[src/verilog/rrc_cfg.svh]
/*
 * Constants for the reset and remap control block: register offsets,
 * field positions, reset values and sequencer timing.
 * Assumes it is included by bare name from the package and the design.
 */
`ifndef RRC_CFG_SVH
`define RRC_CFG_SVH

// register byte addresses
`define RRC_OFF_MIRROR 32'hffff0220
`define RRC_OFF_CAUSE 32'hffff0230
`define RRC_OFF_CLEAR 32'hffff0234
`define RRC_OFF_IRQ_STAT 32'hffff0238
`define RRC_OFF_IRQ_MASK 32'hffff023c

// mirror control fields
`define RRC_MIR_SRAM_BIT 0
`define RRC_MIR_SRAM_SMALL_BIT 3
`define RRC_MIR_NVM_SMALL_BIT 4

// reset cause fields
`define RRC_CAUSE_W 3
`define RRC_CAUSE_POR_BIT 0
`define RRC_CAUSE_WDT_BIT 1
`define RRC_CAUSE_SW_BIT 2
`define RRC_CAUSE_RST 3'h1
`define RRC_CLEAR_ALL 3'h7

// interrupt status and mask fields
`define RRC_IRQ_W 4
`define RRC_IRQ_EXT_BIT 0
`define RRC_IRQ_WDT_BIT 1
`define RRC_IRQ_SW_BIT 2
`define RRC_IRQ_BOOT_BIT 3
`define RRC_IRQ_RST 4'h0

// address map
`define RRC_VEC_LO 32'h00000000
`define RRC_VEC_HI 32'h00000020
`define RRC_MIRROR_TOP 32'h00080000
`define RRC_NVM_BASE 32'h00080000
`define RRC_SRAM_BASE 32'h00010000

// sequencer timing, ns, and the clock period
`define RRC_CLK_PERIOD_NS 40
`define RRC_HOLD_NS 400
`define RRC_KERNEL_NS 2000
`define RRC_CFG_NS 4000
`define RRC_CNT_W 8

`endif

[src/verilog/rrc_pkg.sv]
/*
 * Types shared by the reset and remap control block.
 * Assumes rrc_cfg.svh for widths.
 */
`include "rrc_cfg.svh"

package rrc_pkg;

	// boot sequencer states, gray along hold-kernel-config-run
	typedef enum logic [2:0] {
		RRC_ST_HOLD = 3'h0,
		RRC_ST_KERNEL = 3'h1,
		RRC_ST_CFG = 3'h3,
		RRC_ST_RUN = 3'h2,
		RRC_ST_DLOAD = 3'h6
	} rrc_state_t;

	typedef logic [`RRC_CAUSE_W-1:0] rrc_cause_t;
	typedef logic [`RRC_IRQ_W-1:0] rrc_irq_t;

endpackage

[src/verilog/rrc_reset_remap.sv]
/*
 * Reset and remap control: mirror selection for the bottom of the map,
 * reset cause flags with a write-one clear, boot sequencer, interrupts.
 * Assumes one core clock, inputs synchronous to it, and a register
 * master that keeps strobes one cycle long and never both at once.
 */
// The strobed register port is this design's own decision.
`timescale 1ns/10ps
`include "rrc_cfg.svh"

// How it works
// RL1 - vectors 0x00 to 0x20 sit in whichever memory is mirrored at bottom
// RL2 - every reset returns the mirror to nonvolatile memory
// RL3 - writing 1 to mirror bit 0 puts SRAM at address zero
// RL4 - clearing mirror bit 0 puts nonvolatile memory back at zero
// RL5 - software switches mirror only while running above 0x00080020
// RL6 - after reset run hidden kernel, then config and vector if boot high
// RL7 - user reset handler lives in nonvolatile memory
// RL8 - four reset sources; last cause kept in cause flags
// RL9 - power-on sets cause bit 0, kept until cleared
// RL10 - watchdog reset sets cause bit 1, kept until cleared
// RL11 - writing 1 to cause bit 2 forces software reset, bit stays
// RL12 - all cause bits zero means external pin reset
// RL13 - clear register bits of 1 clear matching flags; 0x07 clears all
// RL14 - mirror bit 4 reads 1 on small nonvolatile memory variants
// RL15 - mirror bit 3 reads 1 on small SRAM variants
// RL16 - software reset drives full system reset but keeps cause flags
module rrc_reset_remap #(
	parameter bit NVM_SMALL = 1'b0,
	parameter bit SRAM_SMALL = 1'b0,
	parameter logic [31:0] MIRROR_TOP = `RRC_MIRROR_TOP,
	parameter logic [31:0] NVM_BASE = `RRC_NVM_BASE,
	parameter logic [31:0] SRAM_BASE = `RRC_SRAM_BASE
) (
	input wire logic i_core_clk,
	input wire logic i_srst,
	input wire logic [31:0] i_reg_addr,
	input wire logic [31:0] i_reg_wdata,
	input wire logic i_reg_wr,
	input wire logic i_reg_rd,
	output logic [31:0] o_reg_rdata,
	input wire logic i_ext_rst,
	input wire logic i_wdt_expire,
	input wire logic i_boot_mode_pin,
	input wire logic i_fetch_valid,
	input wire logic [31:0] i_fetch_addr,
	output logic [31:0] o_fetch_phys,
	output logic o_fetch_sram,
	output logic o_fetch_vector,
	output logic o_sys_rst,
	output logic o_kernel_active,
	output logic o_core_run,
	output rrc_pkg::rrc_state_t o_boot_state,
	output logic o_mirror_sram,
	output logic o_irq
);
	import rrc_pkg::*;

	////////////////////////////////////////////////////////////////////////
	// timing counts, least times rounded up to whole cycles
	localparam int HOLD_CYC =
		(`RRC_HOLD_NS + `RRC_CLK_PERIOD_NS - 1) / `RRC_CLK_PERIOD_NS;
	localparam int KERNEL_CYC =
		(`RRC_KERNEL_NS + `RRC_CLK_PERIOD_NS - 1) / `RRC_CLK_PERIOD_NS;
	localparam int CFG_CYC =
		(`RRC_CFG_NS + `RRC_CLK_PERIOD_NS - 1) / `RRC_CLK_PERIOD_NS;
	localparam logic [`RRC_CNT_W-1:0] HOLD_LAST =
		`RRC_CNT_W'(HOLD_CYC - 1);
	localparam logic [`RRC_CNT_W-1:0] KERNEL_LAST =
		`RRC_CNT_W'(KERNEL_CYC - 1);
	localparam logic [`RRC_CNT_W-1:0] CFG_LAST =
		`RRC_CNT_W'(CFG_CYC - 1);
	localparam logic [`RRC_CNT_W-1:0] CNT_ZERO = `RRC_CNT_W'(0);
	localparam logic [`RRC_CNT_W-1:0] CNT_ONE = `RRC_CNT_W'(1);

	// the mirror window must cover the vectors, counts must fit
	generate
		if (MIRROR_TOP <= `RRC_VEC_HI) begin : g_bad_top
			$error("mirror window smaller than vector table");
		end
		if (HOLD_CYC < 1 || KERNEL_CYC < 1 || CFG_CYC < 1 ||
				CFG_CYC > (1 << `RRC_CNT_W) ||
				KERNEL_CYC > (1 << `RRC_CNT_W) ||
				HOLD_CYC > (1 << `RRC_CNT_W)) begin : g_bad_cnt
			$error("sequencer counts do not fit the counter");
		end
		// bases must be word aligned so vector slots stay on words
		if (NVM_BASE[1:0] != 2'h0 || SRAM_BASE[1:0] != 2'h0)
				begin : g_bad_base
			$error("memory bases must be word aligned");
		end
		// a base plus the window must not wrap past the top of the map
		if ({1'b0, NVM_BASE} + {1'b0, MIRROR_TOP} > 33'h100000000 ||
				{1'b0, SRAM_BASE} + {1'b0, MIRROR_TOP} > 33'h100000000)
				begin : g_bad_wrap
			$error("mirror window wraps past the top of the map");
		end
	endgenerate

	// register address match, shared by every decode below
	function automatic logic reg_hit(input logic [31:0] addr,
			input logic [31:0] off);
		reg_hit = (addr == off);
	endfunction

	////////////////////////////////////////////////////////////////////////
	// state
	rrc_state_t state_reg;
	rrc_state_t state_next;
	logic [`RRC_CNT_W-1:0] cnt_reg;
	logic [`RRC_CNT_W-1:0] cnt_next;
	logic mirror_reg;
	logic mirror_next;
	rrc_cause_t cause_reg;
	rrc_irq_t irq_stat_reg;
	rrc_irq_t irq_stat_next;
	rrc_irq_t irq_mask_reg;
	rrc_irq_t irq_mask_next;
	logic ext_seen_reg;
	logic [31:0] rdata_reg;
	logic [31:0] rdata_next;
	logic [31:0] phys_reg;
	logic [31:0] phys_next;
	logic fetch_sram_reg;
	logic fetch_sram_next;
	logic fetch_vec_reg;
	logic fetch_vec_next;

	////////////////////////////////////////////////////////////////////////
	// register bus decode
	wire wr_mirror = i_reg_wr && reg_hit(i_reg_addr, `RRC_OFF_MIRROR);
	wire wr_cause = i_reg_wr && reg_hit(i_reg_addr, `RRC_OFF_CAUSE);
	wire wr_clear = i_reg_wr && reg_hit(i_reg_addr, `RRC_OFF_CLEAR);
	wire wr_mask = i_reg_wr && reg_hit(i_reg_addr, `RRC_OFF_IRQ_MASK);
	wire rd_stat = i_reg_rd && reg_hit(i_reg_addr, `RRC_OFF_IRQ_STAT);

	// reset sources; the software one is a write of 1 to cause bit 2
	wire sw_force = wr_cause &&
		i_reg_wdata[`RRC_CAUSE_SW_BIT]; // RL11
	wire ext_rise = i_ext_rst && !ext_seen_reg;
	wire any_rst = i_ext_rst || i_wdt_expire || sw_force; // RL8 RL16
	// an external reset alone leaves the flags empty
	wire ext_only = i_ext_rst && !i_wdt_expire && !sw_force;

	////////////////////////////////////////////////////////////////////////
	// reset cause flags, one generate slice per bit
	// the power-on bit has no set term here: only the synchronous
	// reset loads it, through the reset value of the slice below
	rrc_cause_t cause_set;
	rrc_cause_t cause_clr;
	assign cause_set[`RRC_CAUSE_POR_BIT] = 1'b0; // set only by i_srst
	assign cause_set[`RRC_CAUSE_WDT_BIT] = i_wdt_expire; // RL10
	assign cause_set[`RRC_CAUSE_SW_BIT] = sw_force; // RL11
	// write-one clear; external-only reset empties the record
	assign cause_clr = (wr_clear ? i_reg_wdata[`RRC_CAUSE_W-1:0] :
		{`RRC_CAUSE_W{1'b0}}) | {`RRC_CAUSE_W{ext_only}}; // RL13 RL12

	genvar gi;
	generate
		for (gi = 0; gi < `RRC_CAUSE_W; gi++) begin : g_cause
			localparam rrc_cause_t RST_V = `RRC_CAUSE_RST;
			// set beats clear in the same cycle, so no cause is lost
			wire bit_next = cause_set[gi] ||
				(cause_reg[gi] && !cause_clr[gi]);
			always_ff @(posedge i_core_clk) begin
				if (i_srst) begin
					cause_reg[gi] <= RST_V[gi]; // RL9
				end else begin
					cause_reg[gi] <= bit_next; // RL10 RL11 RL13
				end
			end
		end
	endgenerate

	////////////////////////////////////////////////////////////////////////
	// mirror selection; any reset restores nonvolatile memory at zero
	assign mirror_next = (any_rst || state_reg == RRC_ST_HOLD) ? 1'b0 :
		wr_mirror ? i_reg_wdata[`RRC_MIR_SRAM_BIT] : // RL3 RL4
		mirror_reg; // RL2 RL16

	////////////////////////////////////////////////////////////////////////
	// boot sequencer: hold, hidden kernel, config, then core runs
	wire hold_done = (cnt_reg == CNT_ZERO) && !i_ext_rst;
	wire kern_done = (cnt_reg == CNT_ZERO);
	wire cfg_done = (cnt_reg == CNT_ZERO);

	// any reset source wins over the case below and reloads the hold
	// count, so a source during kernel or config restarts the whole
	// sequence; the parked download state is left only by a reset
	// source, and the kernel flag stays up there so the core stays off
	always_comb begin
		state_next = state_reg;
		cnt_next = (cnt_reg == CNT_ZERO) ? CNT_ZERO : cnt_reg - CNT_ONE;
		if (any_rst) begin
			state_next = RRC_ST_HOLD; // RL16
			cnt_next = HOLD_LAST;
		end else begin
			unique case (state_reg)
				RRC_ST_HOLD: begin
					if (hold_done) begin
						state_next = RRC_ST_KERNEL; // RL6
						cnt_next = KERNEL_LAST;
					end
				end
				RRC_ST_KERNEL: begin
					if (kern_done) begin
						// boot pin low keeps the core parked
						state_next = i_boot_mode_pin ? RRC_ST_CFG :
							RRC_ST_DLOAD; // RL6
						cnt_next = CFG_LAST;
					end
				end
				RRC_ST_CFG: begin
					if (cfg_done) begin
						state_next = RRC_ST_RUN; // RL6
					end
				end
				RRC_ST_RUN: begin
					state_next = RRC_ST_RUN;
				end
				RRC_ST_DLOAD: begin
					state_next = RRC_ST_DLOAD;
				end
				default: begin
					state_next = RRC_ST_HOLD;
					cnt_next = HOLD_LAST;
				end
			endcase
		end
	end

	// the core starts at vector zero when the run state is entered
	wire boot_done = (state_reg == RRC_ST_CFG) && cfg_done &&
		!any_rst; // RL6

	////////////////////////////////////////////////////////////////////////
	// interrupt status: sticky, read clears, new event beats the clear
	// a read of the status clears it, but an event in that same
	// cycle is kept, so no event is lost between read and clear
	rrc_irq_t irq_evt;
	assign irq_evt[`RRC_IRQ_EXT_BIT] = ext_rise;
	assign irq_evt[`RRC_IRQ_WDT_BIT] = i_wdt_expire;
	assign irq_evt[`RRC_IRQ_SW_BIT] = sw_force;
	assign irq_evt[`RRC_IRQ_BOOT_BIT] = boot_done;
	assign irq_stat_next = irq_evt |
		(rd_stat ? {`RRC_IRQ_W{1'b0}} : irq_stat_reg);
	assign irq_mask_next = wr_mask ? i_reg_wdata[`RRC_IRQ_W-1:0] :
		irq_mask_reg;

	////////////////////////////////////////////////////////////////////////
	// read data; reserved bits, the clear register and holes read zero
	// read data is zero outside the cycle after a read strobe, so a
	// bus that ors several slaves' data needs no extra select here;
	// the clear register is write only and reads back as zero
	wire [7:0] mirror_rd = {3'h0, NVM_SMALL, SRAM_SMALL, 2'h0,
		mirror_reg}; // RL14 RL15
	wire [31:0] rd_mux =
		reg_hit(i_reg_addr, `RRC_OFF_MIRROR) ? {24'h0, mirror_rd} :
		reg_hit(i_reg_addr, `RRC_OFF_CAUSE) ?
			{29'h0, cause_reg} : // RL8 RL12
		reg_hit(i_reg_addr, `RRC_OFF_IRQ_STAT) ? {28'h0, irq_stat_reg} :
		reg_hit(i_reg_addr, `RRC_OFF_IRQ_MASK) ? {28'h0, irq_mask_reg} :
		32'h0;
	assign rdata_next = i_reg_rd ? rd_mux : 32'h0;

	////////////////////////////////////////////////////////////////////////
	// fetch path: bottom window goes to whichever memory is mirrored
	// the mirror flop is read, not its next value: a write to the
	// control register takes effect on the fetch after the write edge.
	// code switching the mirror must run above the window, since the
	// bottom region changes under it in that very cycle
	wire in_window = (i_fetch_addr < MIRROR_TOP);
	wire is_vector = (i_fetch_addr >= `RRC_VEC_LO) &&
		(i_fetch_addr <= `RRC_VEC_HI); // RL1
	wire [31:0] win_base = mirror_reg ? SRAM_BASE : NVM_BASE;
	// sum cut to the address width on purpose; the wrap check above
	// keeps the carry from ever being needed
	wire [31:0] win_phys = 32'(win_base + i_fetch_addr);
	// vectors follow the window, so the handler memory decides
	assign phys_next = !i_fetch_valid ? 32'h0 :
		in_window ? win_phys : i_fetch_addr; // RL1 RL7
	assign fetch_sram_next = i_fetch_valid && in_window &&
		mirror_reg; // RL3 RL5
	assign fetch_vec_next = i_fetch_valid && is_vector; // RL1

	////////////////////////////////////////////////////////////////////////
	// sequencer and mirror flops
	always_ff @(posedge i_core_clk) begin
		if (i_srst) begin
			state_reg <= RRC_ST_HOLD;
			cnt_reg <= HOLD_LAST;
			mirror_reg <= 1'b0; // RL2
		end else begin
			state_reg <= state_next;
			cnt_reg <= cnt_next;
			mirror_reg <= mirror_next;
		end
	end

	// interrupt, edge tracking and read data flops
	always_ff @(posedge i_core_clk) begin
		if (i_srst) begin
			irq_stat_reg <= `RRC_IRQ_RST;
			irq_mask_reg <= `RRC_IRQ_RST;
			ext_seen_reg <= 1'b0;
			rdata_reg <= 32'h0;
		end else begin
			irq_stat_reg <= irq_stat_next;
			irq_mask_reg <= irq_mask_next;
			ext_seen_reg <= i_ext_rst;
			rdata_reg <= rdata_next;
		end
	end

	// fetch decode flops, one cycle of latency for timing
	always_ff @(posedge i_core_clk) begin
		if (i_srst) begin
			phys_reg <= 32'h0;
			fetch_sram_reg <= 1'b0;
			fetch_vec_reg <= 1'b0;
		end else begin
			phys_reg <= phys_next;
			fetch_sram_reg <= fetch_sram_next;
			fetch_vec_reg <= fetch_vec_next;
		end
	end

	////////////////////////////////////////////////////////////////////////
	// outputs
	assign o_reg_rdata = rdata_reg;
	assign o_fetch_phys = phys_reg;
	assign o_fetch_sram = fetch_sram_reg;
	assign o_fetch_vector = fetch_vec_reg;
	assign o_sys_rst = (state_reg == RRC_ST_HOLD); // RL16
	assign o_kernel_active = (state_reg == RRC_ST_KERNEL) ||
		(state_reg == RRC_ST_DLOAD); // RL6
	assign o_core_run = (state_reg == RRC_ST_RUN); // RL6
	assign o_boot_state = state_reg;
	assign o_mirror_sram = mirror_reg;
	// level interrupt while any unmasked event is pending
	assign o_irq = |(irq_stat_reg & irq_mask_reg);

endmodule // rrc_reset_remap

[config.mk]
export PLATFORM = sky130hd
export DESIGN_NAME = rrc_reset_remap
export DESIGN_NICKNAME = d
export VERILOG_FILES = /design/src/verilog/rrc_pkg.sv /design/src/verilog/rrc_reset_remap.sv
export VERILOG_INCLUDE_DIRS = /design/src /design/src/verilog
export SDC_FILE = /design/constraint.sdc
export NUM_CORES = 1
export LEC_CHECK = 0
export BUFFER_PORTS_ARGS = -buffer_cell sky130_fd_sc_hd__buf_2
export CAP_MARGIN = 20
export CORE_MARGIN = 5
export CORE_UTILIZATION = 44
export CTS_BUF_LIST = sky130_fd_sc_hd__clkbuf_8
export DETAILED_ROUTE_END_ITERATION = 8
export GPL_ROUTABILITY_DRIVEN = 0
export HOLD_SLACK_MARGIN = 0.15
export PLACE_DENSITY = 0.83
export REMOVE_ABC_BUFFERS = 1
export SLEW_MARGIN = 40
export SYNTH_ARGS = -nofsm -noshare
export SYNTH_HDL_FRONTEND = slang
export SYNTH_SLANG_ARGS = --single-unit
[constraint.sdc]
create_clock -name i_core_clk -period 2.4 [get_ports i_core_clk]
set_input_delay 0.24 -clock i_core_clk [delete_from_list [all_inputs] [get_ports i_core_clk]]
set_output_delay 0.24 -clock i_core_clk [all_outputs]
set_load 0.02 [all_outputs]
==> metrics.md <==
| Metric | Value |
|---|---|
| Outcome | finished, final reports clean |
| Antenna violations before repair | 0 |
| Die Footprint | around 0.008 mm^2 |
| Worst r2r src | cnt_reg[2] |
| LEAKAGE | between 1.5 and 2 nW |
| Largest net degree at the start of global routing | 29 |
| GRT overflow | 0 |
| First-pass DRT Iterations | 5 |
| Final std cells w/o fill | 534 |
| Die Y | between 80 and 90 um |
| Vias in the first global route | between 2000 and 3000 |
| First-pass GRT wire length | between 10 and 15 mm |
| Worst path required time | roughly 2.7 ns |
| Layout cells sized above 1 | around a third |
| Number of max-cap violations | 0 |
| Syn Area/Cell | slightly above 9 um^2 |
| Hold buffer count at CTS | 28 |
| Fmax achieved | about 450 MHz |
| Setup Buffers After CTS | 0 |
| Number of DRC markers in iteration 0 | between 100 and 150 |
| TritonCTS Buffers | 9 |
| Clk sink count | 62 |
| Count leader, synth | dfxtp_1 |
| Number of synthesized register bits | 62 |
| Fin nets | between 500 and 600 |
| Sequential cell area | ~0.0012 mm^2 |
| Pwr Total | 2.24 mW |
| Row count | 29 |
| Via/cell ratio | between 5 and 6 |
| Post-route ant nets | 0 |
| Crit path max-delay cell type | or4_1 |
| Mapped Area | 0.00278 mm^2 |
| Setup WS post-layout | about 0.15 ns |
| Wire length per cell | around 15 um |
| Critical Path AT | between 2 and 3 ns |
| Worst Hold Launch | i_reg_wdata[3] |
| Origin of the worst setup path | i_fetch_addr[28] |
| CTS Buffer Depth | 2 |
| Core area | 0.00624 mm^2 |
| CTS HTree Levels | 3 |
| Max_slew headroom | 61.0% |
| Setup Slack @ Placement | about 0.36 ns |
| Final setup fails | 0 |
| Power per Cell Area | around 590 mW/mm^2 |
| Clock-pin slew on the worst setup and hold paths | 0.07 ns |
| DP Area | 0.00334 mm^2 |
| CTS tree | yes |
| Slew @ Worst Pin | between 0.5 and 0.6 ns |
| Fillers | ~490 |
| Yosys top cell by area | dfxtp_1 |
| Synth-to-Final Area Change | 37.4% |
| Unique masters post-synth | 50 |
| Dominant cells by area after synthesis | dfxtp_1 45%, buf_4 7.6%, and2_1 6.3%, mux2i_1 3.6%, nor2_1 3.2% |
| Maximum vdd drop | 0.431 mV |
| DRT Wirelength | a little over 8 mm |
| Post-synth top cells | 62 x dfxtp_1, 28 x and2_1, 28 x buf_4 |
| Multi-input gate area | ~0.0014 mm^2 |
| Critical path class | input port to flip-flop |
| Worst setup SP type | input port |
| Worst hold path class | input port to flip-flop |
| Port bufs | roughly 120 |
| Gr usage total | 20.3% |
| Asr flop ratio synth | 0% |
| CP endpoint kind | flip-flop |
| Max reg flops | 32 |
| Final min period | between 2 and 2.5 ns |
| EDFF count, synth | 0 |
| Cells after synthesis | about 300 |
| CP Max Fanout | 5 |
| Starting Density | between 40 and 50% |
| Vias | about 2700 |
| Warnings, synthesis | 0 |
| Clock latency on the worst-skew pair | 0.34 ns |
| Period utilisation layout | between 90% and 100% |
| Placed cells | 490 |
| Hold Fails Final Rpt | 0 |
| RSZ-0062 raised after global routing | false |
| Drt drc | 0 |
| Ys flop type | dfxtp_1 |
| Yosys top cell area share | between 40% and 50% |
| Final Cell Area | 0.00381 mm^2 |
| Ports | around 180 |
| Post_cts resized | 0 |
| Crit-path cells | dlygate4sd3_1 > buf_2 > or4_1 > nor4_2 > nand2_1 > xor2_1 > nor2_1 |
| Final Max Tran Viols | 0 |
| Root buf cell | clkbuf_8 |
| Setup TNS | 0 ns |
| Die W | about 90 um |
| CP max stage delay | about 0.61 ns |
| Post-layout util | around three fifths |
| WHS | ~0.16 ns |
| Seq/Total Area, Yosys | 44.7% |
| Post-DP HPWL | roughly 5.5 mm |
| Worst Skew | 0.00673 ns |
| # diodes | 0 |
cells in the final DEF, fill, tap and decap left out, types with 2 or more instances in the layout:
master / n
buf_2: 121
dfxtp_1: 62
and2_1: 28
conb_1: 28
dlygate4sd3_1: 28
nor2_1: 24
nand2_1: 15
nor3_1: 12
a21oi_1: 11
mux2i_1: 10
clkbuf_8: 9
nand4_1: 8
inv_1: 7
nand3_1: 7
o21ai_0: 6
nor2b_1: 6
a211oi_1: 5
or4_1: 5
ha_1: 5
nand2b_1: 4
xnor2_1: 4
nor4_1: 4
nand3b_1: 3
nor4b_1: 3
mux2_2: 3
a31oi_1: 3
clkinv_2: 3
buf_4: 3
a22oi_1: 2
or4_4: 2
xor2_1: 2
o21bai_1: 2
nor3b_1: 2
metal layers:
metal  routed length, um  GRT usage (%)
met5                   0              0
met4                 220           8.12
met3                 813           6.45
met2                4160           38.3
met1                2940           20.6
kinds of logic after synthesis:
group | synth area share (%)
mux | 4.82
other cells | 0.135
buf+inv | 10.1
compound gates | 8.39
xor+xnor | 1.89
fa+ha+maj | 2.25
simple gates | 27.7
flops | 44.7
final timing paths:
kind / endpoint / slack, ns / cells after the start
worst max-delay path: o_fetch_phys[18] / 0.15 / 7
worst min-delay path: irq_mask_reg[3] / 0.16 / 3
worst max register to register: o_boot_state[2] / 0.35 / 4
worst min register to register: cause_reg[0] / 0.48 / 2
cell type report:
class,instances,area share (%)
Sequential cell,62,32.6
Timing Repair Buffer,152,23.8
Inverter,6,0.591
Clock buffer,9,3.25
Clock inverter,7,1.71
Multi-Input combinational cell,221,35.5
Tap cell,77,2.53
critical path: cells and delay by family:
| family | cells | cell delay [ns] |
|---|---|---|
| xor+xnor | 1 | 0.16 |
| buf+inv | 2 | 0.67 |
| simple gates | 4 | 1.44 |
where the power goes:
part / leakage (nW) / internal [mW] / switching, mW
sequential: 0.506 / 1.06 / 0.0105
combinational: 1.17 / 0.126 / 0.162
clock: 0.101 / 0.474 / 0.414
total: 1.77 / 1.66 / 0.586
No activity file was read; power rests on OpenSTA's default activity.
